$ cat config.mk
export PLATFORM = sky130hd
export DESIGN_NAME = sac_top
export DESIGN_NICKNAME = d
export VERILOG_FILES = /design/src/hw/sac_pkg.sv /design/src/hw/sac_top.sv
export SDC_FILE = /design/constraint.sdc
export NUM_CORES = 1
export LEC_CHECK = 0
export BUFFER_PORTS_ARGS = -buffer_cell sky130_fd_sc_hd__buf_2
export CAP_MARGIN = 40
export CORE_MARGIN = 2
export CORE_UTILIZATION = 44
export CTS_BUF_LIST = sky130_fd_sc_hd__clkbuf_2
export CTS_CLUSTER_DIAMETER = 80
export DETAILED_ROUTE_END_ITERATION = 8
export GPL_TIMING_DRIVEN = 0
export PLACE_DENSITY_LB_ADDON = 0.12
export SKIP_CTS_REPAIR_TIMING = 1
export SLEW_MARGIN = 40
export SYNTH_ARGS = -nofsm -noshare
export SYNTH_HDL_FRONTEND = slang
export SYNTH_SLANG_ARGS = --single-unit
export TNS_END_PERCENT = 20
$ cat constraint.sdc
create_clock -name pclk -period 3.5 [get_ports pclk]
set_input_delay 0.35 -clock pclk [delete_from_list [all_inputs] [get_ports pclk]]
set_output_delay 0.35 -clock pclk [all_outputs]
set_load 0.03 [all_outputs]
$ cat src/hw/sac_pkg.sv
// Package of constants and types for the successive-approximation converter control
package sac_pkg;

  // ----------------------------------------------------------------
  // Register byte offsets
  // ----------------------------------------------------------------
  localparam logic [7:0] SAC_OFF_CTRL0 = 8'h00;
  localparam logic [7:0] SAC_OFF_PINCFG = 8'h04;
  localparam logic [7:0] SAC_OFF_CTRL2 = 8'h08;
  localparam logic [7:0] SAC_OFF_RES_HIGH = 8'h0C;
  localparam logic [7:0] SAC_OFF_RES_LOW = 8'h10;
  localparam logic [7:0] SAC_OFF_FLAGS = 8'h14;
  localparam logic [7:0] SAC_OFF_ENABLES = 8'h18;

  // ----------------------------------------------------------------
  // Field positions and reset values
  // ----------------------------------------------------------------
  localparam int SAC_C0_ON = 0;
  localparam int SAC_C0_GO = 1;
  localparam int SAC_C0_CHAN_LSB = 2;
  localparam int SAC_C0_REF_LSB = 6;
  localparam int SAC_C2_CLK_LSB = 0;
  localparam int SAC_C2_ACQ_LSB = 3;
  localparam int SAC_C2_JUSTIFY = 7;
  localparam int SAC_FLAG_DONE = 6;
  localparam logic [7:0] SAC_C0_WMASK = 8'hDD;
  localparam logic [7:0] SAC_PINCFG_MASK = 8'h7F;
  localparam logic [7:0] SAC_C2_MASK = 8'hBF;
  localparam logic [7:0] SAC_CTRL_RESET = 8'h00;
  localparam logic [2:0] SAC_CHAN_NONE = 3'h7;
  localparam logic [9:0] SAC_FULL_SCALE = 10'h3FF;

  // ----------------------------------------------------------------
  // Timing
  // ----------------------------------------------------------------
  localparam int SAC_CLK_PERIOD_NS = 50;
  localparam int SAC_TCY_NS = 200;
  localparam int SAC_TCY_CYCLES = (SAC_TCY_NS + SAC_CLK_PERIOD_NS - 1) / SAC_CLK_PERIOD_NS;
  localparam logic [3:0] SAC_CONV_LAST_TAD = 4'hA;

  // ----------------------------------------------------------------
  // Types
  // ----------------------------------------------------------------
  typedef enum logic [1:0] {
    SAC_IDLE = 2'h0,
    SAC_RCDLY = 2'h1,
    SAC_ACQ = 2'h3,
    SAC_CONV = 2'h2
  } sac_state_t;

  typedef struct packed {
    logic [2:0] chan_sel;
    logic ref_pos_ext;
    logic ref_neg_ext;
    logic sample_on;
    logic [9:0] dac_code;
  } sac_analog_t;

endpackage : sac_pkg

$ cat src/hw/sac_top.sv
// Converter control block: APB registers, clock division, acquisition and sequencing
`timescale 1ns/1ps

module sac_top
  import sac_pkg::*;
#(
  parameter int TCY_CYCLES = SAC_TCY_CYCLES
) (
  input wire logic pclk,
  input wire logic presetn,
  input wire logic psel,
  input wire logic penable,
  input wire logic pwrite,
  input wire logic [7:0] paddr,
  input wire logic [31:0] pwdata,
  output logic [31:0] prdata,
  output logic pready,
  output logic pslverr,
  input wire logic rc_clk_tick,
  input wire logic comp_above,
  input wire logic [6:0] pin_in,
  output logic [6:0] pin_digital_in,
  output sac_analog_t analog_ctl,
  output logic conv_done_irq_req
);

  // Start delay counter is three bits wide
  if (TCY_CYCLES < 1 || TCY_CYCLES > 7) begin : g_bad_tcy
    $error("TCY_CYCLES must lie in 1..7");
  end

  // ----------------------------------------------------------------
  // State
  // ----------------------------------------------------------------
  typedef struct packed {
    sac_state_t st;
    logic [7:0] ctrl0;
    logic [6:0] pincfg;
    logic [7:0] ctrl2;
    logic done_flag;
    logic irq_en;
    logic [6:0] div_cnt;
    logic [4:0] tad_cnt;
    logic [3:0] conv_cnt;
    logic [2:0] dly_cnt;
    logic [9:0] sar;
    logic [31:0] rdata;
    logic slverr;
  } sac_regs_t;

  sac_regs_t s_reg;
  sac_regs_t s_next;
  logic [7:0] res_high_reg;
  logic [7:0] res_low_reg;
  logic res_load;
  logic [9:0] res_value;

  // ----------------------------------------------------------------
  // Decode helpers
  // ----------------------------------------------------------------
  function automatic logic [6:0] clk_divisor(input logic [2:0] code);
    case (code)
      3'h0: clk_divisor = 7'h02;
      3'h1: clk_divisor = 7'h08;
      3'h2: clk_divisor = 7'h20;
      3'h4: clk_divisor = 7'h04;
      3'h5: clk_divisor = 7'h10;
      3'h6: clk_divisor = 7'h40;
      default: clk_divisor = 7'h00;
    endcase
  endfunction : clk_divisor

  function automatic logic [4:0] acq_tads(input logic [2:0] code);
    case (code)
      3'h0: acq_tads = 5'h00;
      3'h1: acq_tads = 5'h02;
      3'h2: acq_tads = 5'h04;
      3'h3: acq_tads = 5'h06;
      3'h4: acq_tads = 5'h08;
      3'h5: acq_tads = 5'h0C;
      3'h6: acq_tads = 5'h10;
      default: acq_tads = 5'h14;
    endcase
  endfunction : acq_tads

  function automatic logic reg_hit(input logic [7:0] a, input logic [7:0] off);
    reg_hit = (a == off);
  endfunction : reg_hit

  logic conv_on;
  logic busy;
  logic rc_mode;
  logic [2:0] chan;
  logic [2:0] clk_code;
  logic [2:0] acq_code;
  logic tad_tick;
  logic wr_en;
  logic rd_setup;
  logic addr_ok;
  logic start_req;
  logic [7:0] wbyte;
  logic [31:0] rd_word;

  assign conv_on = s_reg.ctrl0[SAC_C0_ON];
  assign busy = (s_reg.st != SAC_IDLE);
  assign chan = s_reg.ctrl0[SAC_C0_CHAN_LSB +: 3];
  assign clk_code = s_reg.ctrl2[SAC_C2_CLK_LSB +: 3];
  assign acq_code = s_reg.ctrl2[SAC_C2_ACQ_LSB +: 3];
  assign rc_mode = (clk_code[1:0] == 2'h3);
  assign wbyte = pwdata[7:0];
  assign wr_en = psel && penable && pwrite;
  assign rd_setup = psel && !penable;

  // Oscillator divider tick, or the RC tick once the start delay has passed
  assign tad_tick = rc_mode ? (rc_clk_tick && s_reg.st != SAC_RCDLY)
                            : (s_reg.div_cnt == clk_divisor(clk_code) - 7'h01);

  // ----------------------------------------------------------------
  // APB read mux and address check
  // ----------------------------------------------------------------
  always_comb begin
    rd_word = 32'h0000_0000;
    addr_ok = 1'b1;
    if (reg_hit(paddr, SAC_OFF_CTRL0)) begin
      rd_word[7:0] = (s_reg.ctrl0 & SAC_C0_WMASK) | {6'h00, busy && conv_on, 1'b0};
    end else if (reg_hit(paddr, SAC_OFF_PINCFG)) begin
      rd_word[6:0] = s_reg.pincfg;
    end else if (reg_hit(paddr, SAC_OFF_CTRL2)) begin
      rd_word[7:0] = s_reg.ctrl2 & SAC_C2_MASK;
    end else if (reg_hit(paddr, SAC_OFF_RES_HIGH)) begin
      rd_word[7:0] = res_high_reg;
    end else if (reg_hit(paddr, SAC_OFF_RES_LOW)) begin
      rd_word[7:0] = res_low_reg;
    end else if (reg_hit(paddr, SAC_OFF_FLAGS)) begin
      rd_word[SAC_FLAG_DONE] = s_reg.done_flag;
    end else if (reg_hit(paddr, SAC_OFF_ENABLES)) begin
      rd_word[SAC_FLAG_DONE] = s_reg.irq_en;
    end else begin
      addr_ok = 1'b0;
    end
  end

  // ----------------------------------------------------------------
  // Next-state logic
  // ----------------------------------------------------------------
  always_comb begin
    s_next = s_reg;
    res_load = 1'b0;
    res_value = s_reg.sar;
    start_req = 1'b0;

    // Read data sampled in setup so prdata is a flop in the access phase
    if (rd_setup) begin
      s_next.rdata = rd_word;
      s_next.slverr = !addr_ok;
    end

    if (wr_en) begin
      if (reg_hit(paddr, SAC_OFF_CTRL0)) begin
        s_next.ctrl0 = wbyte & SAC_C0_WMASK;
        start_req = wbyte[SAC_C0_GO] && wbyte[SAC_C0_ON];
      end else if (reg_hit(paddr, SAC_OFF_PINCFG)) begin
        s_next.pincfg = wbyte[6:0];
      end else if (reg_hit(paddr, SAC_OFF_CTRL2)) begin
        s_next.ctrl2 = wbyte & SAC_C2_MASK;
      end else if (reg_hit(paddr, SAC_OFF_FLAGS)) begin
        s_next.done_flag = wbyte[SAC_FLAG_DONE];
      end else if (reg_hit(paddr, SAC_OFF_ENABLES)) begin
        s_next.irq_en = wbyte[SAC_FLAG_DONE];
      end
    end

    // Divider runs only while sequencing, so each run starts on a full period
    if (!busy || tad_tick || rc_mode) begin
      s_next.div_cnt = 7'h00;
    end else begin
      s_next.div_cnt = s_reg.div_cnt + 7'h01;
    end

    case (s_reg.st)
      SAC_IDLE: begin
        if (start_req) begin
          s_next.tad_cnt = 5'h00;
          s_next.conv_cnt = 4'h0;
          s_next.dly_cnt = 3'h0;
          if (rc_mode) begin
            s_next.st = SAC_RCDLY;
          end else if (acq_tads(acq_code) != 5'h00) begin
            s_next.st = SAC_ACQ;
          end else begin
            s_next.st = SAC_CONV;
          end
        end
      end
      SAC_RCDLY: begin
        s_next.dly_cnt = s_reg.dly_cnt + 3'h1;
        if (s_reg.dly_cnt == 3'(TCY_CYCLES - 1)) begin
          s_next.st = (acq_tads(acq_code) != 5'h00) ? SAC_ACQ : SAC_CONV;
        end
      end
      SAC_ACQ: begin
        if (tad_tick) begin
          s_next.tad_cnt = s_reg.tad_cnt + 5'h01;
          if (s_reg.tad_cnt == acq_tads(acq_code) - 5'h01) begin
            s_next.st = SAC_CONV;
          end
        end
      end
      SAC_CONV: begin
        if (tad_tick) begin
          s_next.conv_cnt = s_reg.conv_cnt + 4'h1;
          if (s_reg.conv_cnt == 4'h0) begin
            s_next.sar = 10'h200;
          end else begin
            // Keep or drop the trial bit, then try the next lower one
            if (!comp_above) begin
              s_next.sar[SAC_CONV_LAST_TAD - s_reg.conv_cnt] = 1'b0;
            end
            if (s_reg.conv_cnt != SAC_CONV_LAST_TAD) begin
              s_next.sar[SAC_CONV_LAST_TAD - s_reg.conv_cnt - 4'h1] = 1'b1;
            end
          end
          if (s_reg.conv_cnt == SAC_CONV_LAST_TAD) begin
            res_load = 1'b1;
            res_value = (chan == SAC_CHAN_NONE) ? SAC_FULL_SCALE : s_next.sar;
            s_next.st = SAC_IDLE;
          end
        end
      end
      default: s_next.st = SAC_IDLE;
    endcase

    // Hardware set wins over a software clear in the same cycle
    if (res_load) begin
      s_next.done_flag = 1'b1;
    end

    // Disabling the converter abandons any conversion
    if (!s_next.ctrl0[SAC_C0_ON]) begin
      s_next.st = SAC_IDLE;
    end
    s_next.ctrl0[SAC_C0_GO] = 1'b0;
  end

  always_ff @(posedge pclk or negedge presetn) begin
    if (!presetn) begin
      s_reg <= '{st: SAC_IDLE, ctrl0: SAC_CTRL_RESET, ctrl2: SAC_CTRL_RESET,
                 default: '0};
    end else begin
      s_reg <= s_next;
    end
  end

  // Results carry no reset so their content survives any reset
  always_ff @(posedge pclk) begin
    if (res_load) begin
      if (s_reg.ctrl2[SAC_C2_JUSTIFY]) begin
        res_high_reg <= {6'h00, res_value[9:8]};
        res_low_reg <= res_value[7:0];
      end else begin
        res_high_reg <= res_value[9:2];
        res_low_reg <= {res_value[1:0], 6'h00};
      end
    end
  end

  // ----------------------------------------------------------------
  // Outputs
  // ----------------------------------------------------------------
  assign prdata = s_reg.rdata;
  assign pslverr = s_reg.slverr;
  assign pready = 1'b1;
  assign pin_digital_in = pin_in & s_reg.pincfg;
  assign analog_ctl.chan_sel = chan;
  assign analog_ctl.ref_pos_ext = s_reg.ctrl0[SAC_C0_REF_LSB];
  assign analog_ctl.ref_neg_ext = s_reg.ctrl0[SAC_C0_REF_LSB + 1];
  assign analog_ctl.sample_on = conv_on && s_reg.st != SAC_CONV;
  assign analog_ctl.dac_code = s_reg.sar;
  assign conv_done_irq_req = s_reg.done_flag && s_reg.irq_en;

  // ----------------------------------------------------------------
  // Assertions
  // ----------------------------------------------------------------
  a_start_immediate: assert property (@(posedge pclk) disable iff (!presetn)
    (s_reg.st == SAC_IDLE && start_req && !rc_mode && acq_code == 3'h0)
      |=> s_reg.st == SAC_CONV)
    else $error("zero acquisition did not start conversion at once");

  a_start_acquire: assert property (@(posedge pclk) disable iff (!presetn)
    (s_reg.st == SAC_IDLE && start_req && !rc_mode && acq_code != 3'h0)
      |=> s_reg.st == SAC_ACQ && analog_ctl.sample_on)
    else $error("nonzero acquisition did not sample first");

  a_rc_delay: assert property (@(posedge pclk) disable iff (!presetn)
    ($past(s_reg.st) == SAC_RCDLY && s_reg.st != SAC_RCDLY && conv_on)
      |-> $past(s_reg.dly_cnt) == 3'(TCY_CYCLES - 1))
    else $error("RC clock start delay has the wrong length");

  a_off_aborts: assert property (@(posedge pclk) disable iff (!presetn)
    !conv_on |-> s_reg.st == SAC_IDLE)
    else $error("converter active while disabled");

  a_done_sets: assert property (@(posedge pclk) disable iff (!presetn)
    res_load |=> s_reg.done_flag && s_reg.st == SAC_IDLE && (analog_ctl.sample_on || !conv_on))
    else $error("completion did not set flag and clear status");

  a_conv_length: assert property (@(posedge pclk) disable iff (!presetn)
    (s_reg.st == SAC_CONV && $past(s_reg.st) != SAC_CONV) |-> s_reg.conv_cnt == 4'h0)
    else $error("conversion did not start from its first period");

  a_conv_end: assert property (@(posedge pclk) disable iff (!presetn)
    ($past(s_reg.st) == SAC_CONV && s_reg.st == SAC_IDLE && conv_on)
      |-> $past(s_reg.conv_cnt) == SAC_CONV_LAST_TAD)
    else $error("conversion ended before eleven periods");

  a_unimpl_full: assert property (@(posedge pclk) disable iff (!presetn)
    (res_load && chan == SAC_CHAN_NONE && s_reg.ctrl2[SAC_C2_JUSTIFY])
      |=> res_high_reg == 8'h03 && res_low_reg == 8'hFF)
    else $error("unimplemented channel did not give full scale");

  a_pin_analog: assert property (@(posedge pclk) disable iff (!presetn)
    (pin_digital_in & ~s_reg.pincfg) == 7'h00)
    else $error("analog pin read as digital one");

  a_reserved_zero: assert property (@(posedge pclk) disable iff (!presetn)
    s_reg.ctrl0[5] == 1'b0 && s_reg.ctrl2[6] == 1'b0)
    else $error("unimplemented control bit set");

endmodule : sac_top

## Yosys cells after proc, flatten, opt, wreduce, memory -nomap -nowiden

Cells that the tools add are included.

- $lt $le $gt $ge: 4
- $add $sub $neg: 8
- Reductions and logical operators: 38
- Bitwise gates (word level): 9
- Equality and inequality tests: 41
- Div/mod/pow operators: 0
- Muxes and demuxes: 77
- Shifts and indexed selects: 0
- $mul: 0

Operator list:

| cell | count |
|---|---|
| $mux 10 | 11 |
| $pmux 7 s6 | 1 |
| $mux 5 | 8 |
| $mux 8 | 5 |
| $pmux 5 s7 | 1 |
| $mux 1 | 27 |
| $eq 8x5->1 const B | 3 |
| $eq 3x3->1 const B | 7 |
| $mux 7 | 3 |
| $mux 2 | 10 |
| $mux 18 | 1 |
| $ne 3x3->1 const B | 6 |
| $mux 17 | 1 |
| $eq 8x4->1 const B | 2 |
| $ne 2x2->1 const B | 7 |
| $eq 3x2->1 const B | 4 |
| $mux 12 | 1 |
| $reduce_and 6->1 | 2 |
| $reduce_bool 2->1 | 6 |
| $and 10x10->10 | 1 |
| $logic_and 1x1->1 | 10 |
| $lt 4x5->1 const B | 2 |
| $not 10->10 | 1 |
| $or 10x10->10 | 1 |
| other kinds (39) | 56 |

- Memory bits (read-only): 0
- Input port bits: 54
- Word-level logic and storage cells: 195
- Bits in latches: 0
- Memories: 0
- Output and inout port bits: 58
- Bits in registers: 78
- Memory bits (writable): 0

## Logic depth before layout (Yosys ltp)

- Depth after elaboration: 19
- Depth in mapped cells: 10
- Depth with buffers taken out: 8

## Worst setup path before layout

Ideal clock, no wire load.

- Path type: reg-to-reg
- From: register s_reg[46] in the netlist's numbering
- To: register res_high_reg[0] (data pin)
- Clock period less this slack: 2.794 ns
- Arrival: 2.522 ns
- Setup time: 0.272 ns
- Data required time: 3.228 ns
- Setup slack: 0.706 ns
- Cell stages (with the launch flop): 10
- Path buffers: 1
- Cells stage by stage: dfrtp_1 > clkbuf_1 > inv_1 > ha_1 > and2_1 > o31ai_1 > xnor2_1 > o21ai_0 > nand2b_1 > mux4_2

- Longest elaborated chain between the ends: 19
- Elaborated cells on any way between the ends: 29
- Those cells by class: 2 x add/sub; 4 x order compare; 2 x eq/ne; 15 x mux; 3 x bitwise; 3 x reduce/logical

RTL lines:

| what | line | RTL |
|---|---|---|
| start: declaration | sac_top.sv:51 | `sac_regs_t s_reg;` |
| start signal: assignment | sac_top.sv:247 | `s_reg <= '{st: SAC_IDLE, ctrl0: SAC_CTRL_RESET, ctrl2: SAC_CTRL_RESET,` |
| start signal: assignment | sac_top.sv:250 | `s_reg <= s_next;` |
| $sub 4x4->4 | sac_top.sv:217, sac_top.sv:220 |  |
| $lt 4x5->1 (not written as such) or $ge 4x1->1 (tied branches) | sac_top.sv:217 | `s_next.sar[SAC_CONV_LAST_TAD - s_reg.conv_cnt] = 1'b0;` |
| $logic_and 1x1->1 (not written as such) | sac_top.sv:217 |  |
| $mux 1 (not written as such) | sac_top.sv:217 |  |
| $demux 1 s4 | sac_top.sv:217 |  |
| $not 10->10 (no source line) | - |  |
| $and 10x10->10 (no source line) | - |  |
| $mux 10 | sac_top.sv:216 | `if (!comp_above) begin` |
| [... 3 more ...] | - |  |
| $or 10x10->10 (no source line) | - |  |
| $mux 10 | sac_top.sv:219 | `if (s_reg.conv_cnt != SAC_CONV_LAST_TAD) begin` |
| $mux 10 | sac_top.sv:212 | `if (s_reg.conv_cnt == 4'h0) begin` |
| $mux 10 | sac_top.sv:225 | `res_value = (chan == SAC_CHAN_NONE) ? SAC_FULL_SCALE : s_next.sar;` |
| $mux 10 * | sac_top.sv:223 | `if (s_reg.conv_cnt == SAC_CONV_LAST_TAD) begin` |
| $mux 10 * | sac_top.sv:210 | `if (tad_tick) begin` |
| $mux 10 * | sac_top.sv:180 | `case (s_reg.st)` |
| $mux 2 * | sac_top.sv:257 | `if (s_reg.ctrl2[SAC_C2_JUSTIFY]) begin` |
| end signal: assignment | sac_top.sv:258 | `res_high_reg <= {6'h00, res_value[9:8]};` |
| end signal: assignment | sac_top.sv:261 | `res_high_reg <= res_value[9:2];` |
| end: declaration | sac_top.sv:53 | `logic [7:0] res_high_reg;` |

Mark *: on every way between the ends. The rest lies on a longest branch, timed or not. The select of a mux whose other input is x is not followed.
A chain may end at the register's enable or synchronous reset.

## Final worst setup path

Ends and elaborated chain as after synthesis.

==> impl_results.md <==
- LEAKAGE: 2.63 nW
- Yosys warning count: 0
- Clk sink count: 78
- Area growth syn-to-layout: 14.2%
- Via count: 4,314
- Core Region: 0.0114 mm2
- Async set or reset register ratio after synthesis: 0.795
- Synth Flop Type: dfrtp_1
- Routed Antenna Nets: 0
- PortBufs: 61
- Synth top area cells: dfrtp_1, edfxtp_1, buf_4, mux2_2, o21ai_0
- Setup ws final: 0.284 ns
- Final hold violation count: 0
- Num CTS Buffers: 9
- Kind of critical path: reg2reg
- Nets@finish: 716
- Wire length per cell: 16.2 um
- Critical path cell sequence: clkbuf_1 > inv_1 > ha_1 > and2_1 > o31ai_2 > xnor2_2 > o21ai_0 > nand2b_1 > mux4_2
- Initial antenna violation count: 1
- Pre-antenna DRT Iters: 6
- Post-route minimum period: 3.22 ns
- Yosys cell types: 70
- Largest fanout on the critical path: 9
- Worst Max-Slew Pin Slew: 0.541 ns
- Max-Cap Viols: 0
- Fraction of layout cells with a size suffix above 1: 0.269
- Met3 usage: 0.0340
- Slew headroom: 0.636
- Max Clock Freq: 0.311 GHz
- Max VDD drop: 0.171 mV
- H-tree level count: 3
- Most common cell after layout, fill and taps aside: buf_2
- Worst path arrival time: 3.48 ns
- Number of global-route vias before repair: 4,103
- Initial Util: 0.452
- Busiest grt layer: met2
- Dpl ws: 0.0663 ns
- Die area: 0.0126 mm2
- Total congestion overflow: 0
- Buf+Inv Stages, Crit Path: 2
- Max reg flops: 31
- Register area share after synthesis: 0.394
- Gpl congestion: 0.936
- Clock transition at path regs: 0.22 ns
- Crit path launch type: flip-flop
- Drt initial violations: 221
- Met1 GRT Util: 0.277
- WL final: 13,000 um
- Family with the most delay on the worst path: compound AO/OA/AOI/OAI gates
- Crit path largest cell delay: 0.46 ns
- Critical Path End Type: flip-flop
- Row Count: 39
- Syn Inst Count: 556
- First-pass GRT wire length: 21,000 um
- Clock latency on the worst-skew pair: 0.52 ns
- Vias/cell: 5.38
- RSZ-0062 raised after global routing: false
- Slew Limit Fails: 0
- Power density over cell area: 270 mW/mm2
- Area leader, netlist: dfrtp_1
- Die height: 112 um
- Post-route clock skew: 0.0256 ns
- Yosys reg bits: 78
- Largest net degree at the start of global routing: 42
- Final Setup Violations: 0
- Chip width: 112 um
- Worst path required time: 3.77 ns
- CTS tree: built
- Status: complete, no violations
- IO Pins: 112
- Design Power: 1.59 mW
- GRT met2 Usage: 0.343
- Tcrit/Tclk final: 0.919
- Remaining DRCs: 0
- Top-area cell type share of the netlist area: 0.301
- DP Wirelength: 10,000 um
- Longest Clk Path Bufs: 2
- Crit-path slowest cell: mux4_2
- Global Route Usage Sum: 0.209
- Synth Cell Area: 0.00516 mm2
- Root Buffer: clkbuf_2
- Most frequent cells in the layout: buf_2, dfrtp_1, buf_4, nand2_1, o21ai_0
- Post-synth EDFFs: 16
- Worst Hold Class: in2reg
- Post-synthesis average cell area: 9.28 um2
[where the power goes]
group	switching, mW	internal, mW
clock	0.316	0.164
combinational	0.111	0.0605
sequential	0.00601	0.932
[area by class of cell]
class	instances	area, um2
antenna	1	2.50
buffer	78	490
clock buffer	10	50.0
clock inverter	6	62.6
fill	1101	5530
inverter	17	63.8
multi-input combinational	406	2670
sequential	78	2030
tap	143	179
timing repair buffer	63	338
[cells by family after synthesis]
kind of cell,Yosys count,synth area share
AO/OA/AOI/OAI,127,0.169
XOR/XNOR,12,0.0204
adder cells (fa/ha/maj),9,0.0218
buffers and inverters,95,0.107
flip-flops,78,0.394
multiplexers,41,0.0883
other,2,0.00146
AND/OR/NAND/NOR,192,0.198
[through the flow]
stage	hold slack (ns)	instances	utilization	TNS [ns]	cell area, um2
floorplan	0.0544	579	-	0	5250
global placement	0.463	783	0.502	0	5730
detailed placement	0.273	784	0.504	0	5750
CTS	-0.370	800	0.514	-0.00572	5870
global route	0.0294	802	0.516	0	5890
finish	0.0821	802	0.516	0	5890
[path summary, 6_finish.rpt]
check / start / end / slack [ns] / cells past startpoint
max: s_reg[46] / res_high_reg[0] / 0.28 / 9
min: pwdata[5] / acq_code[2] / 0.08 / 2
max reg2reg: s_reg[46] / res_high_reg[0] / 0.28 / 9
min reg2reg: prdata[7] / prdata[7] / 0.51 / 2
max in group asynchronous: presetn / s_reg[78] / 2.74 / 3
min in group asynchronous: presetn / s_reg[58] / 0.22 / 2
[synth_stat cells, drive strengths merged (7+ instances only)]
master  count
dfrtp      62
buf        58
o21ai      45
nand2      42
nor2       40
mux2       26
clkbuf     20
nand2b     19
and2       18
inv        17
nand3      17
a21oi      16
edfxtp     16
nor3       15
mux2i      14
and3        9
ha          9
o31ai       8
xnor2       7
[per-layer routing]
metal,vias up,part of all wire
met2,136,0.47
met5,-,0
met3,21,0.044
li1,2129,-
met1,2028,0.46
met4,0,0.022
Power figures use the tool's default switching activity.
